**src/hdl/mdr_pkg.sv**
```systemverilog
// package of register map, field layouts and types for the motion detect register bank
package mdr_pkg;

    // ****************************************************************
    // register addresses
    // ****************************************************************
    localparam logic [7:0] ADDR_Y_ACCEL_LOW = 8'h10;
    localparam logic [7:0] ADDR_Y_ACCEL_HIGH = 8'h11;
    localparam logic [7:0] ADDR_Z_ACCEL_LOW = 8'h12;
    localparam logic [7:0] ADDR_Z_ACCEL_HIGH = 8'h13;
    localparam logic [7:0] ADDR_TEMPERATURE_LOW = 8'h14;
    localparam logic [7:0] ADDR_TEMPERATURE_HIGH = 8'h15;
    localparam logic [7:0] ADDR_RESET_COMMAND = 8'h1f;
    localparam logic [7:0] ADDR_MOTION_LIMIT_LOW = 8'h20;
    localparam logic [7:0] ADDR_MOTION_LIMIT_HIGH = 8'h21;
    localparam logic [7:0] ADDR_MOTION_SAMPLE_COUNT = 8'h22;
    localparam logic [7:0] ADDR_STILLNESS_LIMIT_LOW = 8'h23;
    localparam logic [7:0] ADDR_STILLNESS_LIMIT_HIGH = 8'h24;
    localparam logic [7:0] ADDR_STILLNESS_COUNT_LOW = 8'h25;
    localparam logic [7:0] ADDR_STILLNESS_COUNT_HIGH = 8'h26;

    // ****************************************************************
    // codes, widths and field layout
    // ****************************************************************
    localparam logic [7:0] SOFT_RESET_CODE = 8'h52;
    localparam logic [7:0] READ_AS_ZERO = 8'h00;
    localparam int SAMPLE_W = 12;
    localparam int LIMIT_W = 11;
    localparam int MOTION_TIME_W = 8;
    localparam int STILL_TIME_W = 16;
    localparam int LIMIT_HIGH_W = 3;
    localparam int SIGN_COPY_W = 4;
    localparam int SIGN_BIT = 11;
    localparam logic [7:0] MOTION_TIME_ONE = 8'h01;
    localparam logic [15:0] STILL_TIME_ONE = 16'h0001;

    // ****************************************************************
    // types
    // ****************************************************************
    typedef struct packed {
        logic [SAMPLE_W-1:0] x;
        logic [SAMPLE_W-1:0] y;
        logic [SAMPLE_W-1:0] z;
        logic [SAMPLE_W-1:0] temp;
    } mdr_sample_t;

    typedef struct packed {
        logic [7:0] addr;
        logic [7:0] wdata;
        logic wr;
        logic rd;
    } mdr_reg_req_t;

    typedef struct packed {
        logic [SAMPLE_W-1:0] y_data;
        logic [SAMPLE_W-1:0] z_data;
        logic [SAMPLE_W-1:0] temp_data;
        logic [LIMIT_W-1:0] motion_limit;
        logic [MOTION_TIME_W-1:0] motion_sample_count;
        logic [LIMIT_W-1:0] stillness_limit;
        logic [STILL_TIME_W-1:0] stillness_count;
        logic [MOTION_TIME_W-1:0] motion_run;
        logic [STILL_TIME_W-1:0] stillness_run;
        logic motion_flag;
        logic stillness_flag;
        logic standby;
        logic soft_reset_pulse;
        logic [7:0] rdata;
    } mdr_state_t;

    localparam mdr_state_t MDR_STATE_RESET = '{
        y_data: '0, z_data: '0, temp_data: '0,
        motion_limit: '0, motion_sample_count: '0,
        stillness_limit: '0, stillness_count: '0,
        motion_run: '0, stillness_run: '0,
        motion_flag: 1'b0, stillness_flag: 1'b0,
        standby: 1'b1, soft_reset_pulse: 1'b0, rdata: 8'h00
    };

endpackage

```
**src/hdl/mdr_regs.sv**
```systemverilog
// motion detect register bank: result registers, soft reset, activity and inactivity detectors
//
// Contract
// - y result 12 bits, low then high byte
// - high byte bits 15:12 copy bit 11
// - z result 12 bits, sign extended pair
// - temperature 12 bits, sign extended pair
// - code 0x52 resets settings, enters standby
// - soft reset floats interrupt pins
// - reset command reads back 0x00
// - activity compares axis magnitude with 11-bit limit
// - limit is low byte plus high bits 2:0
// - activity after programmed consecutive over-limit samples
// - activity time zero acts as one
// - wake-up mode uses single sample
// - inactivity compares axis magnitude with limit
// - inactivity after 16-bit count of still samples
// - stillness count is low and high bytes
// - counter reaches 0xffff without wrapping
// - inactivity time zero acts as one
// - timers advance once per output sample
// - set motion and stillness flags on detection
// - each detector runs only when enabled
`timescale 1ns/10ps

module mdr_regs
    import mdr_pkg::*;
(
    input wire logic clk,
    input wire logic sys_rst,
    // register port
    input mdr_pkg::mdr_reg_req_t reg_req,
    output logic [7:0] reg_rdata,

    // sample stream
    input wire logic sample_valid,
    input mdr_pkg::mdr_sample_t sample,

    // detector controls
    input wire logic motion_detect_enable,
    input wire logic stillness_detect_enable,
    input wire logic wake_up_mode,
    input wire logic measure_start,
    input wire logic motion_flag_clear,
    input wire logic stillness_flag_clear,

    // flags, standby and interrupt pin
    output logic motion_flag,
    output logic stillness_flag,
    output logic standby,
    output logic soft_reset_pulse,
    output logic int_pin_out,
    output logic int_pin_oe
);
    import mdr_pkg::*;

    mdr_state_t st_r;
    mdr_state_t st_nxt;

    // whole bank in one struct: soft reset is a single load
    // of the reset constant, so no field can be missed
    // limitations:
    // - result pairs are not snapshotted; a sample landing
    //   between low and high reads can mix two samples
    // - a new count acts on the next sample, no restart needed
    // - an axis exactly at a limit is neither over nor under
    // - flags are sticky; a same-cycle clear loses to a set

    // ****************************************************************
    // helpers
    // ****************************************************************
    // 12-bit magnitude; -2048 needs the full 12 bits unsigned
    // negation wraps only for -2048, whose result 0x800
    // is still the right unsigned magnitude
    function automatic logic [SAMPLE_W-1:0] magnitude(input logic [SAMPLE_W-1:0] v);
        logic [SAMPLE_W-1:0] neg;
        neg = SAMPLE_W'(~v + SAMPLE_W'(1));
        magnitude = v[SIGN_BIT] ? neg : v;
    endfunction

    // upper byte of a pair: sign copies above bits 11:8,
    // shared so all three results extend alike
    function automatic logic [7:0] high_byte(input logic [SAMPLE_W-1:0] v);
        high_byte = {{SIGN_COPY_W{v[SIGN_BIT]}}, v[SAMPLE_W-1:8]};
    endfunction

    // read decode of the registered state; a write in the
    // same cycle is not yet visible
    function automatic logic [7:0] read_mux(input logic [7:0] a, input mdr_state_t s);
        if (a == ADDR_Y_ACCEL_LOW) begin
            read_mux = s.y_data[7:0];
        end else if (a == ADDR_Y_ACCEL_HIGH) begin
            read_mux = high_byte(s.y_data);
        end else if (a == ADDR_Z_ACCEL_LOW) begin
            read_mux = s.z_data[7:0];
        end else if (a == ADDR_Z_ACCEL_HIGH) begin
            read_mux = high_byte(s.z_data);
        end else if (a == ADDR_TEMPERATURE_LOW) begin
            read_mux = s.temp_data[7:0];
        end else if (a == ADDR_TEMPERATURE_HIGH) begin
            read_mux = high_byte(s.temp_data);
        end else if (a == ADDR_RESET_COMMAND) begin
            read_mux = READ_AS_ZERO;
        end else if (a == ADDR_MOTION_LIMIT_LOW) begin
            read_mux = s.motion_limit[7:0];
        end else if (a == ADDR_MOTION_LIMIT_HIGH) begin
            read_mux = {5'h00, s.motion_limit[LIMIT_W-1:8]};
        end else if (a == ADDR_MOTION_SAMPLE_COUNT) begin
            read_mux = s.motion_sample_count;
        end else if (a == ADDR_STILLNESS_LIMIT_LOW) begin
            read_mux = s.stillness_limit[7:0];
        end else if (a == ADDR_STILLNESS_LIMIT_HIGH) begin
            read_mux = {5'h00, s.stillness_limit[LIMIT_W-1:8]};
        end else if (a == ADDR_STILLNESS_COUNT_LOW) begin
            read_mux = s.stillness_count[7:0];
        end else if (a == ADDR_STILLNESS_COUNT_HIGH) begin
            read_mux = s.stillness_count[15:8];
        end else begin
            read_mux = READ_AS_ZERO;
        end
    endfunction

    // ****************************************************************
    // per-sample threshold tests
    // ****************************************************************
    localparam int AXES = 3;

    logic [SAMPLE_W-1:0] axis_val [AXES];
    logic [SAMPLE_W-1:0] axis_mag [AXES];
    logic [AXES-1:0] axis_over;
    logic [AXES-1:0] axis_under;
    logic [SAMPLE_W-1:0] motion_lim_ext;
    logic [SAMPLE_W-1:0] still_lim_ext;
    logic over_any;
    logic under_all;
    logic [MOTION_TIME_W-1:0] motion_target;
    logic [STILL_TIME_W-1:0] still_target;
    logic [MOTION_TIME_W:0] motion_sum;
    logic [STILL_TIME_W:0] still_sum;
    logic motion_hit;
    logic still_hit;

    assign axis_val[0] = sample.x;
    assign axis_val[1] = sample.y;
    assign axis_val[2] = sample.z;

    // limits are unsigned; a leading zero keeps the compare unsigned
    assign motion_lim_ext = {1'b0, st_r.motion_limit};
    assign still_lim_ext = {1'b0, st_r.stillness_limit};

    // one magnitude and two compares per axis
    genvar g;
    generate
        for (g = 0; g < AXES; g = g + 1) begin : g_axis
            assign axis_mag[g] = magnitude(axis_val[g]);
            assign axis_over[g] = axis_mag[g] > motion_lim_ext;
            assign axis_under[g] = axis_mag[g] < still_lim_ext;
        end
    endgenerate

    // motion needs one axis over; stillness needs every axis under
    assign over_any = |axis_over;
    assign under_all = &axis_under;

    // zero behaves as one; wake-up mode forces a single sample
    // targets follow the registers every cycle, so a new
    // count applies from the next sample on
    always_comb begin
        if (wake_up_mode || st_r.motion_sample_count == '0) begin
            motion_target = MOTION_TIME_ONE;
        end else begin
            motion_target = st_r.motion_sample_count;
        end
        if (st_r.stillness_count == '0) begin
            still_target = STILL_TIME_ONE;
        end else begin
            still_target = st_r.stillness_count;
        end
    end

    // one bit wider than the run: a target of 0xff or 0xffff
    // is met without the increment wrapping to zero
    assign motion_sum = {1'b0, st_r.motion_run} + (MOTION_TIME_W + 1)'(1);
    assign still_sum = {1'b0, st_r.stillness_run} + (STILL_TIME_W + 1)'(1);
    assign motion_hit = motion_sum >= {1'b0, motion_target};
    assign still_hit = still_sum >= {1'b0, still_target};

    // ****************************************************************
    // next state
    // ****************************************************************
    always_comb begin
        st_nxt = st_r;
        st_nxt.soft_reset_pulse = 1'b0;

        // read data is captured once and stands until the next read or a soft reset
        if (reg_req.rd) begin
            st_nxt.rdata = read_mux(reg_req.addr, st_r);
        end

        // the power control that ends standby sits outside the bank
        if (measure_start) begin
            st_nxt.standby = 1'b0;
        end

        // flags: hardware set wins over a clear in the same cycle,
        // because the detectors below assign after the clears
        if (motion_flag_clear) begin
            st_nxt.motion_flag = 1'b0;
        end
        if (stillness_flag_clear) begin
            st_nxt.stillness_flag = 1'b0;
        end

        // detectors only look at a sample while measuring;
        // in standby the result registers keep their value
        if (sample_valid && !st_r.standby) begin
            st_nxt.y_data = sample.y;
            st_nxt.z_data = sample.z;
            st_nxt.temp_data = sample.temp;

            // activity: consecutive samples with any axis over the limit
            if (motion_detect_enable) begin
                if (!over_any) begin
                    st_nxt.motion_run = '0;
                end else if (motion_hit) begin
                    // hold at target: each further over-limit sample sets the flag again
                    st_nxt.motion_run = motion_target;
                    st_nxt.motion_flag = 1'b1;
                end else begin
                    st_nxt.motion_run = motion_sum[MOTION_TIME_W-1:0];
                end
            end else begin
                // a disabled detector restarts from zero
                st_nxt.motion_run = '0;
            end

            // inactivity: consecutive samples with every axis under the limit
            if (stillness_detect_enable) begin
                if (!under_all) begin
                    st_nxt.stillness_run = '0;
                end else if (still_hit) begin
                    // hold at target, which is at most 0xffff
                    st_nxt.stillness_run = still_target;
                    st_nxt.stillness_flag = 1'b1;
                end else begin
                    st_nxt.stillness_run = still_sum[STILL_TIME_W-1:0];
                end
            end else begin
                // a disabled detector restarts from zero
                st_nxt.stillness_run = '0;
            end
        end

        // writes to result registers and unmapped addresses fall through
        if (reg_req.wr) begin
            if (reg_req.addr == ADDR_MOTION_LIMIT_LOW) begin
                st_nxt.motion_limit[7:0] = reg_req.wdata;
            end else if (reg_req.addr == ADDR_MOTION_LIMIT_HIGH) begin
                st_nxt.motion_limit[LIMIT_W-1:8] = reg_req.wdata[LIMIT_HIGH_W-1:0];
            end else if (reg_req.addr == ADDR_MOTION_SAMPLE_COUNT) begin
                st_nxt.motion_sample_count = reg_req.wdata;
            end else if (reg_req.addr == ADDR_STILLNESS_LIMIT_LOW) begin
                st_nxt.stillness_limit[7:0] = reg_req.wdata;
            end else if (reg_req.addr == ADDR_STILLNESS_LIMIT_HIGH) begin
                st_nxt.stillness_limit[LIMIT_W-1:8] = reg_req.wdata[LIMIT_HIGH_W-1:0];
            end else if (reg_req.addr == ADDR_STILLNESS_COUNT_LOW) begin
                st_nxt.stillness_count[7:0] = reg_req.wdata;
            end else if (reg_req.addr == ADDR_STILLNESS_COUNT_HIGH) begin
                st_nxt.stillness_count[15:8] = reg_req.wdata;
            end
        end

        // soft reset overrides everything else in this cycle; other codes fall through
        if (reg_req.wr && reg_req.addr == ADDR_RESET_COMMAND &&
            reg_req.wdata == SOFT_RESET_CODE) begin
            st_nxt = MDR_STATE_RESET;
            st_nxt.soft_reset_pulse = 1'b1;
        end
    end

    // synchronous reset only; soft reset loads the same constant
    always_ff @(posedge clk) begin
        if (sys_rst) begin
            st_r <= MDR_STATE_RESET;
        end else begin
            st_r <= st_nxt;
        end
    end

    // ****************************************************************
    // outputs
    // ****************************************************************
    assign reg_rdata = st_r.rdata;
    assign motion_flag = st_r.motion_flag;
    assign stillness_flag = st_r.stillness_flag;
    assign standby = st_r.standby;
    assign soft_reset_pulse = st_r.soft_reset_pulse;
    // pin level is high while either sticky flag stands
    assign int_pin_out = st_r.motion_flag | st_r.stillness_flag;
    // pin floats in standby; external keepers hold its level
    assign int_pin_oe = ~st_r.standby;

endmodule

```
**config.mk**
```make
export PLATFORM = sky130hd
export DESIGN_NAME = mdr_regs
export DESIGN_NICKNAME = d
export VERILOG_FILES = /design/src/hdl/mdr_pkg.sv /design/src/hdl/mdr_regs.sv
export SDC_FILE = /design/constraint.sdc
export NUM_CORES = 1
export LEC_CHECK = 0
export ABC_AREA = 1
export BUFFER_PORTS_ARGS = -buffer_cell sky130_fd_sc_hd__buf_2
export CAP_MARGIN = 20
export CORE_UTILIZATION = 65
export CTS_CLUSTER_SIZE = 25
export DETAILED_ROUTE_END_ITERATION = 10
export PLACE_DENSITY = 0.86
export SLEW_MARGIN = 20
export SYNTH_ARGS = -nofsm -noshare
export SYNTH_HDL_FRONTEND = slang
export SYNTH_SLANG_ARGS = --single-unit
```
**constraint.sdc**
```tcl
create_clock -name clk -period 5.4 [get_ports clk]
set_clock_uncertainty 0.2 [all_clocks]
set_input_delay 0.54 -clock clk [delete_from_list [all_inputs] [get_ports clk]]
set_output_delay 0.54 -clock clk [all_outputs]
set_load 0.1 [all_outputs]
```
---- Yosys cells after proc, flatten, opt, wreduce, memory -nomap -nowiden ----
Index checks and enable logic that the tools add are counted.
cells by class
  add/sub/neg operators ................... 5
  magnitude comparators ................... 8
  equal/unequal tests ..................... 15
  muxes and demuxes ....................... 36
  bitwise operators ....................... 11
  reductions and logical operators ........ 17
operators with widths
  kind                   number
  $mux 8                 19
  $mux 16                4
  $eq 8x5->1 const B     7
  $eq 8x6->1 const B     7
  $add 12x1->12 const B  3
  $gt 12x11->1           3
  $lt 12x11->1           3
  $mux 12                3
  $not 12->12            3
  $add 16x1->17 const B  1
  $ge 17x16->1           1
  $logic_not 16->1       1
  $add 8x1->9 const B    1
  $ge 9x8->1             1
  $mux 9                 1
  $eq 8x7->1 const B     1
  $logic_not 8->1        1
  $mux 1                 8
  $reduce_and 8->1       1
  $not 1->1              7
  $reduce_and 7->1       1
  $reduce_and 3->1       2
  $reduce_and 6->1       1
  $reduce_and 5->1       1
  9 further kinds        11
word-level totals
  flip-flop bits (word level) ............. 118
  input bits .............................. 75
  output and inout bits ................... 14
  word-level logic and storage cells ...... 109

---- Depth between registers and ports, before layout ----
  depth after elaboration ................. 17
  depth in mapped cells ................... 21
  gate-level depth less buffers ........... 20

---- Least setup slack after synthesis ----
OpenSTA, ideal clock, no wires.
  kind .................................... in2reg
  start point ............................. in sample[37] in the netlist's numbering
  end point ............................... reg st_r[18] in the netlist's numbering
  setup time .............................. 0.070 ns
  data arrival time ....................... 2.857 ns
  data required time ...................... 5.130 ns
  slack ................................... 2.273 ns
  stages on the path ...................... 17
  buffers on the path ..................... 1
  path through ............................ nor3_1 -> inv_1 -> o21ai_0 -> xor2_1 -> ha_1 -> nand2_1 -> nor2_1 -> a211oi_1 -> nand2_1 -> nand3_1 -> nand2_1 -> nand2_1 -> nand2_1 -> nor2_1 -> buf_2 -> nand3_1 -> a21oi_1
on the way
  word-level cells in the longest chain between the ends .. 7
RTL lines
  what                    RTL line         RTL
  start: declaration      mdr_regs.sv:37   input mdr_pkg::mdr_sample_t sample,
  $not 12->12             mdr_regs.sv:77   neg = SAMPLE_W'(~v + SAMPLE_W'(1));
  $add 12x1->12           mdr_regs.sv:77
  $mux 12 *               mdr_regs.sv:78   magnitude = v[SIGN_BIT] ? neg : v;
  $lt 12x11->1 *          mdr_regs.sv:157  assign axis_under[g] = axis_mag[g] < still_lim_ext;
  $reduce_and 3->1 *      mdr_regs.sv:163  assign under_all = &axis_under;
  $mux 16 *               mdr_regs.sv:239  if (!under_all) begin
  $mux 16 *               mdr_regs.sv:238  if (stillness_detect_enable) begin
  end signal: assignment  mdr_regs.sv:286  st_r <= st_nxt;
  end: declaration        mdr_regs.sv:57   mdr_state_t st_r;
Every way passes the cells marked *; elsewhere a longest branch is shown, timed or not.
A chain may end at the register's enable or synchronous reset.

---- Final worst setup path ----
  start point ............................. reg st_r[12] in the netlist's numbering
  end point ............................... reg st_r[19] in the netlist's numbering
on the way
  word-level cells in the longest chain between the ends .. 5
RTL lines
  what             RTL line         RTL
  $add 16x1->17 *  mdr_regs.sv:184  assign still_sum = {1'b0, st_r.stillness_run} + (STILL_TIME_W + 1)'(1);
  $ge 17x16->1     mdr_regs.sv:186  assign still_hit = still_sum >= {1'b0, still_target};
  $mux 16 *        mdr_regs.sv:241  end else if (still_hit) begin
  $mux 16 *        mdr_regs.sv:239
  $mux 16 *        mdr_regs.sv:238
Marked as above.

==> results.md <==
* Cell Rows at 42
* Detail Route Antenna Nets at 0
* Pwr per Cell Area at 235 nW/um^2
* Peak supply drop at 0.239 mV
* Final hold slack at 0.104 ns
* TritonCTS clock tree: built
* Per-cell routed wire length at 15.2 um
* CTS resizes at 0
* First-pass GRT wire length at 39.8 mm
* Largest net degree at the start of global routing at 62
* Synth warn at 0
* Final net count at 1,582
* Synth Net Count at 1,519
* Initial Utilization at 66.5%
* Most common cell after layout, fill and taps aside: nand2_1
* Yosys reg bits at 118
* Number of global-route vias before repair at 8,653
* Most frequent cells in the layout: nand2_1, inv_1, a21oi_1
* Die Area at 14,000 um^2
* ANT cells at 0
* Number of port buffers at 88
* Syn_area_per_cell at 6.52 um^2
* Sequential-to-total area share from yosys stat at 26.8%
* Drt total wl at 24.4 mm
* Min Tclk post-route at 3.73 ns
* Total negative slack at 0 ns
* Setup WS pre-CTS at 1.81 ns
* Final hold vios at 0
* Skew-Pair Late Insertion Delay at 0.42 ns
* Die Span Y at 118 um
* Final worst slack at 1.67 ns
* GP Congestion at 0.976
* Max cap viols at 0
* Cell taking the most area after synthesis: dfxtp_1
* RSZ-0062 raised after global routing: no
* CTS root buf: clkbuf_16
* Initial antenna violation count at 0
* Via count at 9,254
* FILL cells at 1,102
* Arrival time at the worst endpoint at 3.78 ns
* Ranking of synthesized cells by area: dfxtp_1, nand2_1, ha_1
* Status: finished clean
* Syn Std Cell Area at 8810 um^2
* Total GRT Usage at 35.6%
* Synth Flop Type: dfxtp_1
* Core Area at 13,200 um^2
* Post-synth cell types at 39
* Fin crit share at 69.1%
* Final setup viols at 0
* Req. time, crit path at 5.45 ns
* Hpwl dp at 18.1 mm
* Max-slew headroom at 29.3%
* Asr flop ratio synth at 0%
* Crit end category: register
* Area occupied by multi-input gates at 5480 um^2
* Total congestion overflow at 0
* DRT iter0 DRCs at 1,133
* Share of layout cells above drive strength 1 at 9.69%
* Clock transition at path regs at 0.06 ns
* CTS Hold Bufs at 0
* Worst slew pin tran at 1.06 ns
* H-tree levels at 4
* Max Slew Vio Count at 0
* Post-CTS setup buffers at 0
* Startpoint class of the critical path: register
* Pleak at 4.49 nW
* TritonRoute pass-1 iters at 6
* Crit-path max FO at 17
* Yosys top cell area share at 26.8%
* Via density per instance at 5.78
* Sequential cell area at 2360 um^2
* CTS Buf Count at 17
* CP Class: register to register
* Number of flops mapped to enable cells by yosys at 0
* Overall die width at 118 um
* Max Clk Rate at 268 MHz
* Synthesized instance count at 1,352
* Area grow syn2layout at 11.6%
* Min-Delay Path Class: input port to register
* Clock Path Buffers at 2
* # clock sinks at 118
* DRC at 0
* # IOs at 89
==> registers in the layout (all words and copies together), names as in the netlist <==
signal and flops:
st_r 95, standby 1, motion_lim_ext 11, soft_reset_pulse 1, stillness_flag 1, motion_flag 1, reg_rdata 8
==> path summary, 6_finish.rpt <==
check,start,end,slack [ns],cells past startpoint
worst max-delay path,st_r[12],st_r[19],1.67,19
worst min-delay path,sys_rst,soft_reset_pulse,0.10,2
worst max register to register,st_r[12],st_r[19],1.67,19
worst min register to register,st_r[106],st_r[106],0.26,2
==> kinds of logic (layout without fill, tap and decap cells) <==
kind of cell | count (synthesis) | in the layout | share of synthesized area, %
DFF | 118 | 118 | 26.8
muxes | 1 | 1 | 0.128
xor gates and xnor gates | 41 | 41 | 4.08
AOI/OAI and AO/OA | 265 | 265 | 15.7
adders and majority gates | 92 | 92 | 13.1
and+or+nand+nor | 588 | 588 | 29.2
buffers and inverters | 247 | 319 | 11.0
==> report_power, final <==
group          internal, mW  leakage [nW]  switching (mW)
Clock                 0.695         0.273           0.388
Combinational         0.119          3.26           0.214
Sequential            0.885         0.954         0.00807
Total                  1.70          4.49           0.610
==> cell usage after synthesis, types with 6 or more instances <==
library cell  count
xnor2_1           9
buf_4             8
nand3_1          59
nand4_1          53
nand2_1         345
dfxtp_1         118
a21oi_1         178
inv_1           195
xor2_1           32
o22ai_1           8
buf_2             6
ha_1             92
nor2_1           84
o21ai_0          59
clkbuf_1         30
a211oi_1          7
nor4_1            6
nor3_1           23
==> cell type report <==
| cell class | count | area share (%) |
|---|---|---|
| Inverter | 199 | 7.59 |
| Sequential cell | 118 | 24.0 |
| Clock buffer | 25 | 5.24 |
| Clock inverter | 3 | 0.432 |
| Multi-Input combinational cell | 987 | 55.7 |
| Timing Repair Buffer | 92 | 4.78 |
| Tap cell | 176 | 2.24 |
==> per-stage QoR <==
step / utilization [%] / instances / cell area (um^2) / power [mW]
after floorplan: - / 1352 / 8810 / 1.14
after global placement: 70.1 / 1572 / 9280 / 1.23
after detailed placement: 70.1 / 1572 / 9280 / 1.24
after CTS: 74.3 / 1600 / 9840 / 2.30
after global routing: 74.3 / 1600 / 9840 / 2.39
final: 74.3 / 1600 / 9840 / 2.31
==> critical path: stages, from the launching register on <==
cell and delay, ns:
dfxtp_1 0.40, ha_1 0.21, nand2_2 0.07, inv_2 0.08, nand3_4 0.09, nor3_4 0.25, nand3_1 0.19, nor2_1 0.15
xnor2_1 0.17, inv_1 0.08, ha_1 0.32, nand2_1 0.07, nor3_1 0.16, nand4_1 0.14, inv_1 0.08, nand3_2 0.30
nand3_4 0.35, nand2_1 0.09, nand3_1 0.09, a21oi_1 0.08
==> routing by layer <==
layer	vias to the layer above	global-route usage, %	share of wire [%]
met5	-	0	0
met4	0	18.8	4.3
met3	96	7.14	7.9
met2	420	60.9	47
met1	4163	41.9	41
li1	4575	-	-
(Power assumes the default switching activity.)
